## src/core/uart_xf_pkg.sv

```systemverilog
package uart_xf_pkg;
    // Register byte addresses on the plain register port
    localparam logic [7:0] OFS_EXTRA = 8'h00;
    localparam logic [7:0] OFS_STOP_CHAR = 8'h04;
    localparam logic [7:0] OFS_CONFIG = 8'h08;
    localparam logic [7:0] OFS_STATUS = 8'h0c;
    // Field positions in the extra features control register
    localparam int unsigned EF_IRDA = 7;
    localparam int unsigned EF_INVERT = 5;
    localparam int unsigned EF_TXDRIVE = 4;
    localparam int unsigned EF_TXHALT = 2;
    localparam int unsigned EF_RXHALT = 1;
    localparam int unsigned EF_MULTI = 0;
    // Field positions in the configuration register
    localparam int unsigned CF_MCR_RTS = 0;
    localparam int unsigned CF_SC_DETECT = 1;
    localparam int unsigned CF_LSI_EN = 2;
    localparam int unsigned CF_HW_FLOW = 3;
    localparam int unsigned CF_IRDA_EN = 4;
    // Field positions in the status register
    localparam int unsigned ST_RTS = 0;
    localparam int unsigned ST_RXHALT = 1;
    localparam int unsigned ST_DIR = 2;
    localparam int unsigned ST_TXSTOP = 3;
    // Reset values
    localparam logic [7:0] EXTRA_RESET = 8'h00;
    localparam logic [7:0] CONFIG_RESET = 8'h00;
    localparam logic [7:0] STOP_CHAR_RESET = 8'h00;
    localparam logic LINE_IDLE = 1'b1;
    localparam logic RTS_INACTIVE = 1'b1;
    // Infrared pulse timing in 16x baud ticks
    localparam logic [3:0] IR_LAST_PHASE = 4'hf;
    localparam logic [3:0] IR_PULSE_TICKS = 4'h3;
    // Driver direction sequencer states
    typedef enum logic [1:0] {
        DIR_IDLE = 2'b00,
        DIR_WAIT = 2'b01,
        DIR_SEND = 2'b10
    } dir_state_t;
endpackage

```

## src/core/irda_pulse_encoder.sv

```systemverilog
`timescale 1ns/1ps
module irda_pulse_encoder import uart_xf_pkg::*; (
    // Clock and reset
    input wire logic clk,
    input wire logic rst,
    // Serial bit stream from the serializer
    input wire logic enable,
    input wire logic tick16,
    input wire logic bit_start,
    input wire logic tx_bit,
    // Infrared output, high while the emitter fires
    output logic ir_out
);
    // Encoder state
    typedef struct packed {
        logic [3:0] phase; // Tick position inside the bit
        logic bit_val; // Bit being encoded
        logic out; // Registered pulse
    } ir_state_t;

    ir_state_t st;
    ir_state_t next_st;

    assign ir_out = st.out;

    // A zero bit fires for the first three of sixteen ticks
    always_comb begin
        next_st = st;
        if (tick16) begin
            if (bit_start) begin
                next_st.phase = 4'h0;
                next_st.bit_val = tx_bit;
            end else if (st.phase != IR_LAST_PHASE) begin
                // Saturate so a stalled stream never re-fires
                next_st.phase = st.phase + 4'h1;
            end
        end
        next_st.out = enable & ~next_st.bit_val & (next_st.phase < IR_PULSE_TICKS); // RULE1
    end

    // State register
    always_ff @(posedge clk or posedge rst) begin
        if (rst) begin
            st <= '{phase: IR_LAST_PHASE, bit_val: 1'b1, out: 1'b0};
        end else begin
            st <= next_st;
        end
    end
endmodule

```

## src/core/rs485_direction.sv

```systemverilog
`timescale 1ns/1ps
module rs485_direction import uart_xf_pkg::*; (
    // Clock and reset
    input wire logic clk,
    input wire logic rst,
    // Transmit path activity
    input wire logic tx_fifo_write,
    input wire logic tx_fifo_empty,
    input wire logic tx_shift_busy,
    // High from a host write until the last bit has left
    output logic active
);
    // Sequencer state
    typedef struct packed {
        dir_state_t state;
        logic active;
    } dir_reg_t;

    dir_reg_t st;
    dir_reg_t next_st;

    assign active = st.active;

    // WAIT covers the gap before the shifter picks up the first character
    always_comb begin
        next_st = st;
        case (st.state)
            DIR_IDLE: begin
                if (tx_fifo_write) begin
                    next_st.state = DIR_WAIT; // RULE10
                end
            end
            DIR_WAIT: begin
                if (tx_shift_busy) begin
                    next_st.state = DIR_SEND;
                end
            end
            DIR_SEND: begin
                // Release only once nothing is queued and the shifter is idle
                if (!tx_shift_busy && tx_fifo_empty && !tx_fifo_write) begin
                    next_st.state = DIR_IDLE; // RULE10
                end
            end
            default: begin
                next_st.state = DIR_IDLE;
            end
        endcase
        next_st.active = (next_st.state != DIR_IDLE);
    end

    // State register
    always_ff @(posedge clk or posedge rst) begin
        if (rst) begin
            st <= '{state: DIR_IDLE, active: 1'b0};
        end else begin
            st <= next_st;
        end
    end
endmodule

```

## src/core/uart_extra_features.sv

```systemverilog
// Contract
// RULE1: Bit7 zero selects infrared 3/16 pulse encoding
// RULE2: Bit5 inverts direction pin levels
// RULE3: Bit4 lets transmitter drive request pin
// RULE4: Transmit halt stops serial output only
// RULE5: Character in shifter finishes before halting
// RULE6: Receive halt stops at once, flushes shifter
// RULE7: Software avoids receive halt mid character
// RULE8: Bit0 selects RS-232 or 9-bit multidrop
// RULE9: Request pin: modem bit or flow, overridden
// RULE10: Pin low on write, high after last bit
// RULE11: Software disables hardware flow before direction mode
// RULE12: Ninth bit one marks address, interrupts
// RULE13: Software disables all flow before multidrop
// RULE14: Software sets forced parity zero, detection off
// RULE15: Halted receiver drops data, keeps addresses
// RULE16: Controller enables receiver only on own address
// RULE17: Enabled receiver flags next address byte
// RULE18: Auto mode discards data and foreign addresses
// RULE19: Matching address enables receiver, stored, interrupts
// RULE20: Later foreign address disables receiver, ignored
// RULE21: Reserved bits 6 and 3 read zero
//
// Implementation choices: the placing of the registers and the strobed register port.
`timescale 1ns/1ps
module uart_extra_features import uart_xf_pkg::*; (
    // Clock and reset
    input wire logic clk,
    input wire logic rst,
    // Register port
    input wire logic [7:0] reg_addr,
    input wire logic [7:0] reg_wdata,
    input wire logic reg_wr,
    input wire logic reg_rd,
    output logic [7:0] reg_rdata,
    // Transmit path
    input wire logic tx_fifo_write,
    input wire logic tx_fifo_empty,
    input wire logic tx_shift_busy,
    input wire logic tx_serial,
    output logic tx_load_allow,
    output logic tx_line,
    // Infrared encoder timing
    input wire logic ir_tick16,
    input wire logic ir_bit_start,
    output logic ir_tx,
    // Request to send pin
    input wire logic flow_rts_n,
    output logic rts_n,
    // Receive path
    input wire logic rx_char_valid,
    input wire logic [7:0] rx_char_data,
    input wire logic rx_char_ninth,
    input wire logic rx_parity_err,
    output logic rx_flush,
    output logic rx_push,
    output logic [7:0] rx_push_data,
    output logic rx_push_perr,
    output logic line_status_irq
);
    // All block state
    typedef struct packed {
        logic irda_sel; // Pulse ratio select
        logic direction_polarity_invert; // Swap direction levels
        logic transmitter_drives_direction; // Transmitter owns request pin
        logic transmit_halt; // Software asked transmitter to stop
        logic receive_halt; // Receiver closed, software or hardware
        logic multidrop; // 9-bit line mode
        logic [7:0] second_stop_character; // Station address for auto match
        logic mcr_rts; // Modem control request bit
        logic sc_detect; // Special character detection
        logic lsi_enable; // Line status interrupt enable
        logic hw_flow; // Hardware flow control owns pin
        logic irda_enable; // Infrared output in use
        logic [7:0] rdata; // Read answer
        logic flush; // Shifter dump request
        logic flush_win; // Cycle that accepts the dumped character
        logic push; // Receive FIFO write
        logic [7:0] push_data; // Character to store
        logic push_perr; // Parity error position
        logic lsi_irq; // Line status interrupt pulse
        logic tx_stopped; // Transmitter in disabled state
        logic load_allow; // Serializer may load a character
        logic line; // Transmit pin
        logic rts_n; // Request pin level
    } xf_state_t;

    xf_state_t st;
    xf_state_t next_st;
    logic dir_active; // Transmitter has data on the line
    logic rx_open; // Receiver accepts characters now
    logic is_addr; // Current character is an address
    logic addr_match; // Address equals programmed station

    // Outputs come straight from the state register
    assign reg_rdata = st.rdata;
    assign tx_load_allow = st.load_allow;
    assign tx_line = st.line;
    assign rts_n = st.rts_n;
    assign rx_flush = st.flush;
    assign rx_push = st.push;
    assign rx_push_data = st.push_data;
    assign rx_push_perr = st.push_perr;
    assign line_status_irq = st.lsi_irq;

    // Direction sequencer for the automatic driver control
    rs485_direction u_dir (
        .clk(clk),
        .rst(rst),
        .tx_fifo_write(tx_fifo_write),
        .tx_fifo_empty(tx_fifo_empty),
        .tx_shift_busy(tx_shift_busy),
        .active(dir_active)
    );

    // Infrared encoder, 3/16 pulse only when the select bit is clear
    irda_pulse_encoder u_ir (
        .clk(clk),
        .rst(rst),
        .enable(st.irda_enable & ~st.irda_sel), // RULE1
        .tick16(ir_tick16),
        .bit_start(ir_bit_start),
        .tx_bit(tx_serial),
        .ir_out(ir_tx)
    );

    // Character classification
    assign rx_open = ~st.receive_halt | st.flush_win;
    assign is_addr = st.multidrop & rx_char_ninth; // RULE12
    assign addr_match = (rx_char_data == st.second_stop_character);

    // Next state: register access, receive filter, transmit halt, pins
    always_comb begin
        next_st = st;
        next_st.rdata = 8'h00;
        next_st.flush = 1'b0;
        next_st.push = 1'b0;
        next_st.lsi_irq = 1'b0;
        next_st.flush_win = st.flush;
        // Reads; unmapped addresses answer zero
        if (reg_rd) begin
            case (reg_addr)
                OFS_EXTRA: begin
                    next_st.rdata[EF_IRDA] = st.irda_sel;
                    next_st.rdata[EF_INVERT] = st.direction_polarity_invert;
                    next_st.rdata[EF_TXDRIVE] = st.transmitter_drives_direction;
                    next_st.rdata[EF_TXHALT] = st.transmit_halt;
                    next_st.rdata[EF_RXHALT] = st.receive_halt;
                    next_st.rdata[EF_MULTI] = st.multidrop; // RULE21
                end
                OFS_STOP_CHAR: begin
                    next_st.rdata = st.second_stop_character;
                end
                OFS_CONFIG: begin
                    next_st.rdata[CF_MCR_RTS] = st.mcr_rts;
                    next_st.rdata[CF_SC_DETECT] = st.sc_detect;
                    next_st.rdata[CF_LSI_EN] = st.lsi_enable;
                    next_st.rdata[CF_HW_FLOW] = st.hw_flow;
                    next_st.rdata[CF_IRDA_EN] = st.irda_enable;
                end
                OFS_STATUS: begin
                    next_st.rdata[ST_RTS] = st.rts_n;
                    next_st.rdata[ST_RXHALT] = st.receive_halt;
                    next_st.rdata[ST_DIR] = dir_active;
                    next_st.rdata[ST_TXSTOP] = st.tx_stopped;
                end
                default: begin
                    next_st.rdata = 8'h00;
                end
            endcase
        end
        // Writes; reserved bits are simply not stored
        if (reg_wr) begin
            case (reg_addr)
                OFS_EXTRA: begin
                    next_st.irda_sel = reg_wdata[EF_IRDA];
                    next_st.direction_polarity_invert = reg_wdata[EF_INVERT];
                    next_st.transmitter_drives_direction = reg_wdata[EF_TXDRIVE];
                    next_st.transmit_halt = reg_wdata[EF_TXHALT];
                    next_st.receive_halt = reg_wdata[EF_RXHALT];
                    next_st.multidrop = reg_wdata[EF_MULTI]; // RULE8
                    // Closing the receiver dumps a partial character
                    next_st.flush = reg_wdata[EF_RXHALT] & ~st.receive_halt; // RULE6
                end
                OFS_STOP_CHAR: begin
                    next_st.second_stop_character = reg_wdata;
                end
                OFS_CONFIG: begin
                    next_st.mcr_rts = reg_wdata[CF_MCR_RTS];
                    next_st.sc_detect = reg_wdata[CF_SC_DETECT];
                    next_st.lsi_enable = reg_wdata[CF_LSI_EN];
                    next_st.hw_flow = reg_wdata[CF_HW_FLOW];
                    next_st.irda_enable = reg_wdata[CF_IRDA_EN];
                end
                default: begin
                end
            endcase
        end
        // Receive filter; hardware updates follow writes so they win
        next_st.push_data = rx_char_data;
        if (rx_char_valid) begin
            if (st.multidrop && st.sc_detect) begin
                if (is_addr && addr_match) begin
                    // Own address reopens the receiver
                    next_st.receive_halt = 1'b0; // RULE19
                    next_st.push = 1'b1; // RULE19
                    next_st.push_perr = rx_char_ninth;
                    next_st.lsi_irq = st.lsi_enable; // RULE12
                end else if (is_addr) begin
                    // Foreign address closes it and is thrown away
                    next_st.receive_halt = 1'b1; // RULE20
                end else begin
                    next_st.push = rx_open; // RULE18
                    next_st.push_perr = 1'b0;
                end
            end else if (st.multidrop) begin
                // Forced parity zero flags every address byte
                next_st.push = is_addr | rx_open; // RULE15
                next_st.push_perr = rx_char_ninth; // RULE17
                next_st.lsi_irq = is_addr & st.lsi_enable; // RULE12
            end else begin
                next_st.push = rx_open; // RULE8
                next_st.push_perr = rx_parity_err;
            end
        end
        // No new load once halt is asked; the running character completes
        next_st.load_allow = ~next_st.transmit_halt; // RULE4
        next_st.tx_stopped = next_st.transmit_halt
            & (st.tx_stopped | (~tx_shift_busy & ~st.load_allow)); // RULE5
        // A stopped transmitter holds the line at mark
        next_st.line = next_st.tx_stopped | tx_serial; // RULE4
        // Request pin source; the transmitter overrides both others
        if (st.transmitter_drives_direction) begin
            next_st.rts_n = st.direction_polarity_invert ? dir_active : ~dir_active; // RULE2
        end else if (st.hw_flow) begin
            next_st.rts_n = flow_rts_n; // RULE9
        end else begin
            next_st.rts_n = ~st.mcr_rts; // RULE9
        end
    end

    // State register
    always_ff @(posedge clk or posedge rst) begin
        if (rst) begin
            st <= '{irda_sel: EXTRA_RESET[EF_IRDA], multidrop: EXTRA_RESET[EF_MULTI],
                second_stop_character: STOP_CHAR_RESET, lsi_enable: CONFIG_RESET[CF_LSI_EN],
                load_allow: 1'b1, line: LINE_IDLE, rts_n: RTS_INACTIVE, default: 1'b0};
        end else begin
            st <= next_st;
        end
    end
endmodule

```

## config.mk

```make
export PLATFORM = sky130hd
export DESIGN_NAME = uart_extra_features
export DESIGN_NICKNAME = d
export VERILOG_FILES = /design/src/core/uart_xf_pkg.sv /design/src/core/irda_pulse_encoder.sv /design/src/core/rs485_direction.sv /design/src/core/uart_extra_features.sv
export SDC_FILE = /design/constraint.sdc
export NUM_CORES = 1
export LEC_CHECK = 0
export BUFFER_PORTS_ARGS = -buffer_cell sky130_fd_sc_hd__buf_2
export CORE_MARGIN = 4
export CORE_UTILIZATION = 35
export CTS_BUF_LIST = sky130_fd_sc_hd__clkbuf_16
export CTS_CLUSTER_SIZE = 12
export DETAILED_ROUTE_END_ITERATION = 10
export SYNTH_ARGS = -nofsm -noshare
export SYNTH_HDL_FRONTEND = slang
export SYNTH_SLANG_ARGS = --single-unit
```

## constraint.sdc

```tcl
create_clock -name clk -period 2.01 [get_ports clk]
set_input_delay 0.3015 -clock clk [delete_from_list [all_inputs] [get_ports clk]]
set_output_delay 0.3015 -clock clk [all_outputs]
set_load 0.05 [all_outputs]
```

==> out/qor.yml <==
outcome: "finished clean"
max-slew-margin-rel_pct: 61.8
vias_per_cell: 4.73
syn_area_per_cell_um2: 12.5
wl_um: 4700
n_antenna_cell: 0
slowest_delay_ns: 0.56
synth_top_family_by_area: "multiplexers"
arrival_ns: 1.79
async_reset_ff_share_pct: 100
rows: 29
grt_pass1_vias: 1606
synth_top_area_share_pct: 47.2
drive_gt1_share_pct: 44.9
pre_cts_ws_ns: 0.221
post_drt_wl_per_cell_um: 14.7
clk_pin_slew_ns: 0.07
synth_nets: 230
vias: 1514
n_fill_cell: 601
hp-class: "input port to asynchronous set/reset pin"
die_h_um: 90.6
clock_latency_ns: 0.28
ys_ff_latch: 53
worst_slack_ns: 0.413
clk_path_buf_depth: 2
powerDensity_nw_per_um2: 875
max_slew.worst_pin.slew_ns: 0.572
start_util_pct: 36.7
rsz0062_at_grt: "false"
end_kind: "flip-flop"
hold_ws_ns: 0.0689
cts_setup_buffers: 0
drcViolationCount: 0
start_kind: "flip-flop"
max_freq_ghz: 0.626
core_area_um2: 6490
setup_viol: 0
gp_congestion: 0.764
tns_ns: 0
synth_cells: 191
cap_violations: 0
grt_max_degree: 29
cp_cell_sequence: "ha_1, a31oi_1, a2111o_1, a211oi_2"
ys_seq_area_share_pct: 56.0
ys.flop_type: "dfrtp_1"
drt-initial-drc-count: 76
slew_viol_final: 0
synth_compound_area_share_pct: 6.87
crit_type: "flip-flop to flip-flop"
ant_nets: 0
crit_buf_inv: 0
ys_types: 43
p_leak_uw: 0.00144
cts-root-buf: "clkbuf_16"
crit_slowest_cell: "dfstp_2"
synth_commonest_cells: "dfrtp_1, mux2_2, buf_4"
ios: 62
fin_crit_ns: 1.60
die_area_um2: 8200
finalHoldViolations: 0
synth-warning-count: 0
path_max_fanout: 5
cts_made_buffers: 5
path_delay_family: "compound AO/OA/AOI/OAI gates"
dp_hpwl_um: 3520
ir_drop_mv: 0.465
yosys-top-cells-area: "dfrtp_1, mux2_2, dfstp_2"
finClkSkew_ns: 0.00497
synthAdderAreaFrac_pct: 0.524
yosysMostFrequentCell: "dfrtp_1"
grt.total_usage_pct: 12.2
required_ns: 2.21
cts_sinks: 53
cts_hold_buffers: 0
port_buffers: 61
grt_pass1_wl_um: 7960
netlist_area_um2: 2390
synth_edf_count: 0
yosysTopAreaCell: "dfrtp_1"
die_w_um: 90.6
drtPass1Iterations: 4
syn_to_final_growth_pct: 18.1
synth-simple-area-share_pct: 10.4
yosys.area_share.xor_xnor_pct: 4.04
synth_mux_area_share_pct: 14.8
cts_tree: "yes"
nets: 281
cts_resized: 0
finalCritPeriodShare_pct: 79.4
antenna_found_initial: 0
cts_max_level: 2
grt-ovfl-total: 0
registers in the layout, indices dropped and copies added (netlist names), 2 cells and up:
register,count
st,21
reg_rdata,8
rx_push_data,8
u_ir.st,5
u_dir.st,2
per-stage QoR:
| stage | power [uW] | cells | util, % | cell area (um^2) |
|---|---|---|---|---|
| detailed placement | 1670 | 312 | 41.2 | 2680 |
| global route | 2600 | 320 | 43.4 | 2820 |
| finish | 2470 | 320 | 43.4 | 2820 |
| floorplan | 1550 | 191 | - | 2390 |
| CTS | 2510 | 320 | 43.4 | 2820 |
| global placement | 1660 | 312 | 41.2 | 2680 |
final timing paths:
| kind | depth (start not counted) | to | slack, ns | startpoint |
|---|---|---|---|---|
| min in group clk | 1 | rx_push_data[6] | 0.14 | rx_char_data[6] |
| hold / removal | 2 | rx_push_data[6] | 0.07 | rst |
| hold reg to reg | 0 | st[15] | 0.37 | rx_flush |
| setup / recovery | 4 | u_ir.ir_out | 0.41 | u_ir.st[2] |
| max in group asynchronous | 3 | u_ir.st[4] | 1.32 | rst |
| setup reg to reg | 4 | u_ir.ir_out | 0.41 | u_ir.st[2] |
worst reg2reg max path: cells and delay by family, from the launching register on:
family,cells,cell delay [ns]
flops,1,0.56
compound gates,3,0.73
fa+ha+maj,1,0.21
per-layer routing:
layer	up-vias	GRT usage [%]	routed length, um
li1	749	-	-
met1	719	16.3	2250
met2	44	18.8	2140
met3	2	4.00	273
met4	0	3.83	44
met5	-	0	0
cells in the final DEF (no fill, tap or decap), types with 3 or more instances in the layout:
cell,n
mux2i_1,8
nor3_1,3
inv_1,6
dfrtp_1,45
clkbuf_16,5
nand2b_1,3
nand3_1,3
a211oi_1,3
xor2_1,10
dfstp_2,8
nand2_1,4
nor4_1,3
buf_2,61
and3_1,3
o21ai_0,3
nor2b_1,3
nor2_1,12
a21oi_1,9
mux2_2,19
power breakdown:
group / total (uW) / switching, uW / leakage (uW) / internal (uW)
clock network: 820 / 363 / 0.0000696 / 457
logic: 390 / 220 / 0.000689 / 171
registers: 1260 / 75.6 / 0.000680 / 1180
total: 2470 / 658 / 0.00144 / 1810
cell type report:
| class | instances | area, um^2 | share of cell area, % |
|---|---|---|---|
| flip-flops and latches | 53 | 1340 | 47.4 |
| multi-input cells | 111 | 876 | 31.1 |
| repair buffers | 64 | 340 | 12.1 |
| clock buffers | 5 | 125 | 4.44 |
| well taps | 77 | 96.3 | 3.42 |
| inverters | 7 | 26.3 | 0.933 |
| clock inverters | 3 | 17.5 | 0.622 |
logic make-up (layout without fill, tap and decap cells):
logic type | Yosys count | count (layout)
flip-flops | 53 | 53
AND/OR/NAND/NOR | 44 | 44
multiplexers | 30 | 30
buffers and inverters | 27 | 79
AO/OA/AOI/OAI | 25 | 25
XOR/XNOR | 11 | 11
adder cells (fa/ha/maj) | 1 | 1
No activity file was read; power rests on OpenSTA's default activity.
